File: src/cbl_cfg.svh
/*
 Constants for the code byte and pointer step load executor: opcodes, field
 positions, reset values and cycle counts. Assumes one instruction-cycle clock.
*/
// Functional notes
// - The code byte load has an index-pair form and an accumulator form, each one byte and three cycles long.
// - In the accumulator form the fetched byte replaces the accumulator after the address has been formed.
// - The fetch address is the five top program counter bits joined to the selected 8-bit pair as low byte.
// - The index-pair form leaves the index pair unchanged; only the accumulator takes the byte.
// - The upper fetched nibble goes to the high accumulator nibble, the lower one to the low nibble.
// - The page bits come from the advanced program counter, so a load at a page's last byte reads the next page.
// - The step-down load copies the nibble at the pointer pair into the accumulator, then decrements the low pointer.
// - When the decremented low pointer wraps to 0FH the next instruction is skipped.
// - The step-up load copies the nibble at the pointer pair into the accumulator, then increments the low pointer.
// - When the incremented low pointer wraps to 0H the next instruction is skipped.
// - Both step loads leave data memory and the carry flag unchanged, skip or not.
// - The step-down load takes two cycles plus the skip cycles only when a borrow skips.
// - The extended accumulator is an 8-bit pair whose high nibble acts as a pair's high register.
`ifndef CBL_CFG_SVH
`define CBL_CFG_SVH
`define CBL_OP_CODE_INDEX  8'hCC
`define CBL_OP_CODE_ACC    8'hC8
`define CBL_OP_STEP_DOWN   8'h8B
`define CBL_OP_STEP_UP     8'h8A
`define CBL_CODE_CYCLES    3
`define CBL_STEP_CYCLES    2
`define CBL_PAGE_HI        12
`define CBL_PAGE_LO        8
`define CBL_WRAP_DOWN      4'hF
`define CBL_WRAP_UP        4'h0
`define CBL_RESET_NIBBLE   4'h0
`endif

File: src/cbl_pkg.sv
/*
 Types for the code byte and pointer step load executor.
 Assumes the constants header is included by the user.
*/
package cbl_pkg;
   typedef struct packed {
      logic [3:0] hi;
      logic [3:0] lo;
   } cbl_pair_s;
   typedef enum logic [1:0] {
      CBL_IDLE,
      CBL_FETCH,
      CBL_WRITE
   } cbl_state_e;
   typedef enum logic [1:0] {
      CBL_K_INDEX,
      CBL_K_ACC,
      CBL_K_DOWN,
      CBL_K_UP
   } cbl_kind_e;
endpackage

File: src/cbl_exec.sv
/*
 Executor for the code byte load and the two pointer step loads.
 Assumes the fetch unit offers one opcode per instruction cycle with the
 already advanced program counter, and that program memory and data RAM
 answer combinationally to the address driven in the same cycle.
 Also assumes the core honours skip_next by dropping the next instruction
 (fetched for its own length) without side effects.
*/
`timescale 1ns/1ns
`include "cbl_cfg.svh"
module cbl_exec
   import cbl_pkg::*;
#(
   parameter int PC_W = 13
) (
   input  wire logic            ref_clk,
   input  wire logic            rst_n,
   input  wire logic            op_valid,
   input  wire logic [7:0]      opcode,
   input  wire logic [PC_W-1:0] pc_next,
   input  wire cbl_pair_s       index_pair,
   input  wire cbl_pair_s       pointer_pair_in,
   input  wire logic [7:0]      code_data,
   input  wire logic [3:0]      ram_data,
   output logic                 busy,
   output logic [PC_W-1:0]      code_addr,
   output logic                 code_rd,
   output logic [7:0]           ram_addr,
   output logic                 ram_rd,
   output cbl_pair_s            extended_accumulator,
   output cbl_pair_s            pointer_pair,
   output logic                 pointer_we,
   output logic                 acc_we,
   output logic                 skip_next,
   output logic                 done
);
   cbl_state_e state;
   cbl_kind_e  kind;
   logic       hit;
   cbl_kind_e  next_kind;
   logic [3:0] next_lo;

   always_comb begin
      hit       = op_valid && !busy;
      next_kind = CBL_K_INDEX;
      unique case (opcode)
         `CBL_OP_CODE_ACC:  next_kind = CBL_K_ACC;
         `CBL_OP_STEP_DOWN: next_kind = CBL_K_DOWN;
         `CBL_OP_STEP_UP:   next_kind = CBL_K_UP;
         default:           next_kind = CBL_K_INDEX;
      endcase
      if (opcode != `CBL_OP_CODE_INDEX && opcode != `CBL_OP_CODE_ACC &&
          opcode != `CBL_OP_STEP_DOWN && opcode != `CBL_OP_STEP_UP) begin
         hit = 1'b0;
      end
      next_lo = (kind == CBL_K_DOWN) ? pointer_pair.lo - 4'h1 : pointer_pair.lo + 4'h1;
   end

   // Sequencer: code loads idle-fetch-write (3), step loads idle-write (2)
   always_ff @(posedge ref_clk) begin
      if (!rst_n) begin
         state <= CBL_IDLE;
         kind  <= CBL_K_INDEX;
         busy  <= 1'b0;
      end else begin
         unique case (state)
            CBL_IDLE: if (hit) begin
               kind  <= next_kind;
               busy  <= 1'b1;
               state <= (next_kind == CBL_K_DOWN || next_kind == CBL_K_UP) ? CBL_WRITE : CBL_FETCH;
            end
            CBL_FETCH: state <= CBL_WRITE;
            CBL_WRITE: begin
               state <= CBL_IDLE;
               busy  <= 1'b0;
            end
         endcase
      end
   end

   // Address forming; page from the advanced PC, low byte from the pair
   always_ff @(posedge ref_clk) begin
      if (!rst_n) begin
         code_addr <= '0;
         code_rd   <= 1'b0;
         ram_addr  <= 8'h00;
         ram_rd    <= 1'b0;
      end else begin
         code_rd <= 1'b0;
         ram_rd  <= 1'b0;
         if (state == CBL_IDLE && hit) begin
            if (next_kind == CBL_K_ACC) begin
               code_addr <= {pc_next[PC_W-1:`CBL_PAGE_LO], extended_accumulator};
               code_rd   <= 1'b1;
            end else if (next_kind == CBL_K_INDEX) begin
               code_addr <= {pc_next[PC_W-1:`CBL_PAGE_LO], index_pair};
               code_rd   <= 1'b1;
            end else begin
               ram_addr <= pointer_pair_in;
               ram_rd   <= 1'b1;
            end
         end
      end
   end

   // Accumulator; read only, so RAM and carry are never touched
   always_ff @(posedge ref_clk) begin
      if (!rst_n) begin
         extended_accumulator <= '{hi: `CBL_RESET_NIBBLE, lo: `CBL_RESET_NIBBLE};
         acc_we               <= 1'b0;
      end else begin
         acc_we <= 1'b0;
         if (code_rd) begin
            extended_accumulator <= '{hi: code_data[7:4], lo: code_data[3:0]};
            acc_we               <= 1'b1;
         end else if (ram_rd) begin
            extended_accumulator.lo <= ram_data;
            acc_we                  <= 1'b1;
         end
      end
   end

   // Pointer stepping and skip; high nibble never carries
   always_ff @(posedge ref_clk) begin
      if (!rst_n) begin
         pointer_pair <= '{hi: `CBL_RESET_NIBBLE, lo: `CBL_RESET_NIBBLE};
         pointer_we   <= 1'b0;
         skip_next    <= 1'b0;
         done         <= 1'b0;
      end else begin
         pointer_we <= 1'b0;
         // Skip is only flagged; the core drops the next instruction itself
         skip_next  <= 1'b0;
         done       <= 1'b0;
         if (!busy) begin
            pointer_pair <= pointer_pair_in;
         end
         if (state == CBL_WRITE) begin
            done <= 1'b1;
            if (kind == CBL_K_DOWN || kind == CBL_K_UP) begin
               pointer_pair.lo <= next_lo;
               pointer_we      <= 1'b1;
               skip_next       <= (kind == CBL_K_DOWN) ? (next_lo == `CBL_WRAP_DOWN)
                                                       : (next_lo == `CBL_WRAP_UP);
            end
         end
      end
   end

   property p_code_three;
      @(posedge ref_clk) disable iff (!rst_n)
      (state == CBL_IDLE && hit && (next_kind == CBL_K_INDEX || next_kind == CBL_K_ACC)) |=>
         ##1 state == CBL_WRITE ##1 done;
   endproperty
   a_code_three: assert property (p_code_three) else $error("code load not three cycles");

   property p_index_form;
      @(posedge ref_clk) disable iff (!rst_n)
      (state == CBL_IDLE && hit && next_kind == CBL_K_INDEX) |=>
         code_addr == {$past(pc_next[PC_W-1:8]), $past(index_pair)};
   endproperty
   a_index_form: assert property (p_index_form) else $error("index form address wrong");

   property p_step_addr;
      @(posedge ref_clk) disable iff (!rst_n)
      (state == CBL_IDLE && hit && (next_kind == CBL_K_DOWN || next_kind == CBL_K_UP)) |=>
         ram_addr == $past(pointer_pair_in);
   endproperty
   a_step_addr: assert property (p_step_addr) else $error("step load address wrong");

   property p_step_lo;
      @(posedge ref_clk) disable iff (!rst_n)
      pointer_we |-> pointer_pair.lo == ((kind == CBL_K_DOWN) ? $past(pointer_pair.lo) - 4'h1 : $past(pointer_pair.lo) + 4'h1);
   endproperty
   a_step_lo: assert property (p_step_lo) else $error("low pointer not stepped by one");

   // An opcode offered while busy must never start a second access
   property p_no_retake;
      @(posedge ref_clk) disable iff (!rst_n) busy |=> !code_rd && !ram_rd;
   endproperty
   a_no_retake: assert property (p_no_retake) else $error("opcode taken while busy");

   property p_acc_load;
      @(posedge ref_clk) disable iff (!rst_n) code_rd |=> extended_accumulator == $past(code_data);
   endproperty
   a_acc_load: assert property (p_acc_load) else $error("fetched byte not in accumulator");

   property p_addr_page;
      @(posedge ref_clk) disable iff (!rst_n)
      (state == CBL_IDLE && hit && next_kind == CBL_K_ACC) |=>
         code_addr == {$past(pc_next[PC_W-1:8]), $past(extended_accumulator)};
   endproperty
   a_addr_page: assert property (p_addr_page) else $error("code address wrong");

   property p_down_skip;
      @(posedge ref_clk) disable iff (!rst_n)
      (pointer_we && kind == CBL_K_DOWN) |-> skip_next == (pointer_pair.lo == 4'hF);
   endproperty
   a_down_skip: assert property (p_down_skip) else $error("down skip wrong");

   property p_up_skip;
      @(posedge ref_clk) disable iff (!rst_n)
      (pointer_we && kind == CBL_K_UP) |-> skip_next == (pointer_pair.lo == 4'h0);
   endproperty
   a_up_skip: assert property (p_up_skip) else $error("up skip wrong");

   property p_hi_kept;
      @(posedge ref_clk) disable iff (!rst_n) pointer_we |-> pointer_pair.hi == $past(pointer_pair.hi);
   endproperty
   a_hi_kept: assert property (p_hi_kept) else $error("high pointer changed");

   property p_step_two;
      @(posedge ref_clk) disable iff (!rst_n)
      (state == CBL_IDLE && hit && (next_kind == CBL_K_DOWN || next_kind == CBL_K_UP)) |=> ram_rd ##1 done;
   endproperty
   a_step_two: assert property (p_step_two) else $error("step load not two cycles");

   property p_step_acc;
      @(posedge ref_clk) disable iff (!rst_n) ram_rd |=> extended_accumulator.lo == $past(ram_data) && acc_we;
   endproperty
   a_step_acc: assert property (p_step_acc) else $error("ram nibble not loaded");

   // Main scenarios
   c_down_wrap: cover property (@(posedge ref_clk) pointer_we && kind == CBL_K_DOWN && skip_next);
   c_up_wrap: cover property (@(posedge ref_clk) pointer_we && kind == CBL_K_UP && skip_next);
   c_acc_load: cover property (@(posedge ref_clk) code_rd && kind == CBL_K_ACC);
   c_index_load: cover property (@(posedge ref_clk) code_rd && kind == CBL_K_INDEX);
   c_step_no_skip: cover property (@(posedge ref_clk) pointer_we && !skip_next);
endmodule

File: config.mk
export PLATFORM = sky130hd
export DESIGN_NAME = cbl_exec
export DESIGN_NICKNAME = d
export VERILOG_FILES = /design/src/cbl_pkg.sv /design/src/cbl_exec.sv
export VERILOG_INCLUDE_DIRS = /design/src
export SDC_FILE = /design/constraint.sdc
export NUM_CORES = 1
export LEC_CHECK = 0
export BUFFER_PORTS_ARGS = -buffer_cell sky130_fd_sc_hd__buf_2
export CAP_MARGIN = 20
export CORE_MARGIN = 8
export CORE_UTILIZATION = 42
export CTS_CLUSTER_SIZE = 28
export DETAILED_ROUTE_END_ITERATION = 10
export PLACE_DENSITY = 0.76
export SYNTH_ARGS = -nofsm -noshare
export SYNTH_HDL_FRONTEND = slang
export SYNTH_SLANG_ARGS = --single-unit
File: constraint.sdc
create_clock -name ref_clk -period 1.7 [get_ports ref_clk]
set_clock_uncertainty 0.2 [all_clocks]
set_input_delay 0 -clock ref_clk [delete_from_list [all_inputs] [get_ports ref_clk]]
set_output_delay 0 -clock ref_clk [all_outputs]
set_load 0.05 [all_outputs]
==> results.sh <==
export IMPL_ys_warn_count=0
export IMPL_finalHoldViolCount=0
export IMPL_die_w_um=86.1
export IMPL_critPathMaxFanout=11
export IMPL_path_buf_inv=4
export IMPL_via_count=2231
export IMPL_synthArstFlopShare=0
export IMPL_cts_made_buffers=5
export IMPL_globalRouteTotalUtil=0.176
export IMPL_stdcell_count=443
export IMPL_tightest_slew_ns=0.575
export IMPL_grt_overflow=0
export IMPL_numPortBuffers=87
export IMPL_die_area_um2=7410
export IMPL_drt_iter0_drc=135
export IMPL_antenna_found_initial=1
export IMPL_fin_crit_sh=1.02
export IMPL_routabilityCongestion=0.843
export IMPL_routed_wl_um=6690
export IMPL_cp_cell_sequence="inv_2, ha_4, nand3b_1, buf_6, nor3_4, buf_4, clkbuf_16, o21ai_0, a31oi_1"
export IMPL_end_kind="register"
export IMPL_routedWlPerCell_um=15.1
export IMPL_hp_class="input pin to register"
export IMPL_grt_pass1_wl_um=10500
export IMPL_drive_gt1_frac=0.373
export IMPL_place_hpwl_um=4260
export IMPL_syn_to_final_growth_pct=64.0
export IMPL_grtUsageMet3=0.0468
export IMPL_slowest_stage="dfxtp_2"
export IMPL_cp_slowest_stage_delay_ns=0.33
export IMPL_status="finished with violations"
export IMPL_syn_avg_cell_area_um2=9.18
export IMPL_synth_edf_count=0
export IMPL_htree_levels=2
export IMPL_grt_pass1_vias=2173
export IMPL_synth_top_cell_by_area="dfxtp_1"
export IMPL_cap_violations=0
export IMPL_start_util=0.437
export IMPL_p_total_mw=2.63
export IMPL_ir_worst_vdd_mv=0.625
export IMPL_use_met2=0.323
export IMPL_row_count=25
export IMPL_clk_pin_slew_ns=0.09
export IMPL_crit_family="buffers and inverters"
export IMPL_synth_ff_type="dfxtp_1"
export IMPL_leakage_nw=1.51
export IMPL_cts_num_sinks=48
export IMPL_vias_per_cell=5.04
export IMPL_synthTopCellsByArea="dfxtp_1 47%, mux2i_1 15%, nor2_1 7.3%"
export IMPL_dp_slack_ns=-0.0345
export IMPL_clockBufferDepth=2
export IMPL_slew_viol_final=0
export IMPL_setup_viol=9
export IMPL_synth_top_area_frac=0.465
export IMPL_grt_setup_unrepaired="yes"
export IMPL_fin_setup_tns_ns=-0.168
export IMPL_period_needed_ns=1.74
export IMPL_syn_area_um2=2060
export IMPL_fmax_ghz=0.576
export IMPL_synth_seq_cells=48
export IMPL_seq_area_frac_synth=0.465
export IMPL_dpl_cell_count=386
export IMPL_syn_num_nets=282
export IMPL_p_per_area_nw_per_um2=778
export IMPL_tritoncts="done"
export IMPL_root_buffer="clkbuf_8"
export IMPL_grt_max_degree=23
export IMPL_max_slew_margin_rel=0.616
export IMPL_yosysUniqueCellTypes=37
export IMPL_arrival_ns=1.77
export IMPL_grt_util_met1=0.186
export IMPL_grt_busiest_layer="met2"
export IMPL_clock_latency_ns=0.30
export IMPL_ios=96
export IMPL_critPathKind="register to register"
export IMPL_startpoint_type="register"
export IMPL_setup_ws_ns=-0.0371
export IMPL_core_area_um2=4720
export IMPL_hold_slack_ns=0.0907
export IMPL_synth_cells=225
export IMPL_drcViolationCount=0
export IMPL_nNetsFinal=431
export IMPL_final_antenna_net_count=0
export IMPL_dr_pass1_iters=7
export IMPL_worstPathRequired_ns=1.73
export IMPL_fp_dieH_um=86.1
export IMPL_violations="setup timing"
final timing paths:
| check | slack (ns) | endpoint | startpoint | cells after the start |
|---|---|---|---|---|
| setup / recovery | -0.04 | code_addr[5] | state[1] | 9 |
| hold / removal | 0.09 | busy | opcode[7] | 5 |
| setup reg to reg | -0.04 | code_addr[5] | state[1] | 9 |
| hold reg to reg | 0.29 | code_addr[7] | extended_accumulator[7] | 2 |
cell type report:
cell class,count,area [um2]
clock inverter,1,7.51
multi-input combinational,158,1090
tap,67,83.8
antenna,1,2.50
clock buffer,7,86.3
fill,349,1340
inverter,6,22.5
timing repair buffer,155,1130
sequential,48,968
kinds of logic after synthesis:
kind of cell             Yosys count  synth area share
adder cells (fa/ha/maj)            5            0.0303
AO/OA/AOI/OAI                     35             0.105
flip-flops                        48             0.465
AND/OR/NAND/NOR                   82             0.187
XOR/XNOR                           4            0.0170
buffers and inverters             19            0.0388
multiplexers                      32             0.156
repair_timing:
| action | 4_1_cts | 5_1_grt |
|---|---|---|
| hold buffers | 41 | 0 |
| endpoints found under the setup margin | 8 | 11 |
| setup buffers | 2 | 3 |
| pin swaps | 1 | 1 |
| hold endpoints to repair | 42 | 0 |
| gates cloned | 0 | 2 |
| resized for setup | 4 | 8 |
sequential cells by signal, indices dropped and copies added, names as in the netlist:
register and count:
extended_accumulator 8, state 2, ram_rd 1, code_addr 13, skip_next 1, code_rd 1, pointer_we 1, acc_we 1
kind 2, ram_addr 8, pointer_pair 8, busy 1, done 1
where the power goes:
part           total [mW]  switching (mW)  internal, mW
Clock               0.707           0.376         0.331
Combinational       0.725           0.354         0.371
Sequential           1.20          0.0305          1.17
worst register-to-register path, stage by stage, from the launching register on:
cell	delay [ns]
dfxtp_2	0.33
inv_2	0.07
ha_4	0.13
nand3b_1	0.09
buf_6	0.15
nor3_4	0.16
buf_4	0.18
clkbuf_16	0.15
o21ai_0	0.08
a31oi_1	0.15
cells in the mapped netlist, types with 4 or more instances:
| cell | count |
|---|---|
| a21oi_1 | 7 |
| a31oi_1 | 10 |
| buf_1 | 4 |
| clkbuf_1 | 7 |
| dfxtp_1 | 48 |
| ha_1 | 5 |
| inv_1 | 6 |
| mux2i_1 | 31 |
| nand2_1 | 19 |
| nor2_1 | 40 |
| nor3_1 | 5 |
| o21ai_0 | 10 |
metal layers:
layer,share of wire,up-vias
met2,0.51,74
met1,0.41,1056
li1,-,1087
met3,0.060,14
met4,0.022,0
met5,0,-
stage by stage:
stage	area, um2	utilization
final	3390	0.717
after global routing	3390	0.717
after CTS	3280	0.695
after detailed placement	2750	0.581
after global placement	2750	0.581
after floorplan	2110	-
layout by cell type, fill, tap and decap left out, types with 2 or more instances in the layout:
cell,instances
buf_2,87
dfxtp_1,42
dlygate4sd3_1,41
nor2_1,39
mux2i_1,30
buf_4,20
nand2_1,19
a31oi_1,10
o21ai_0,9
a21oi_1,7
dfxtp_2,6
clkbuf_8,6
nor3_1,5
inv_1,4
ha_1,3
buf_12,3
inv_2,2
xnor2_1,2
nand4_1,2
or3_1,2
or3b_1,2
nor3_4,2
nand3_1,2
a211o_1,2
nor4_1,2
ha_4,2
clkbuf_16,2
buf_6,2
Power figures use the tool's default switching activity.
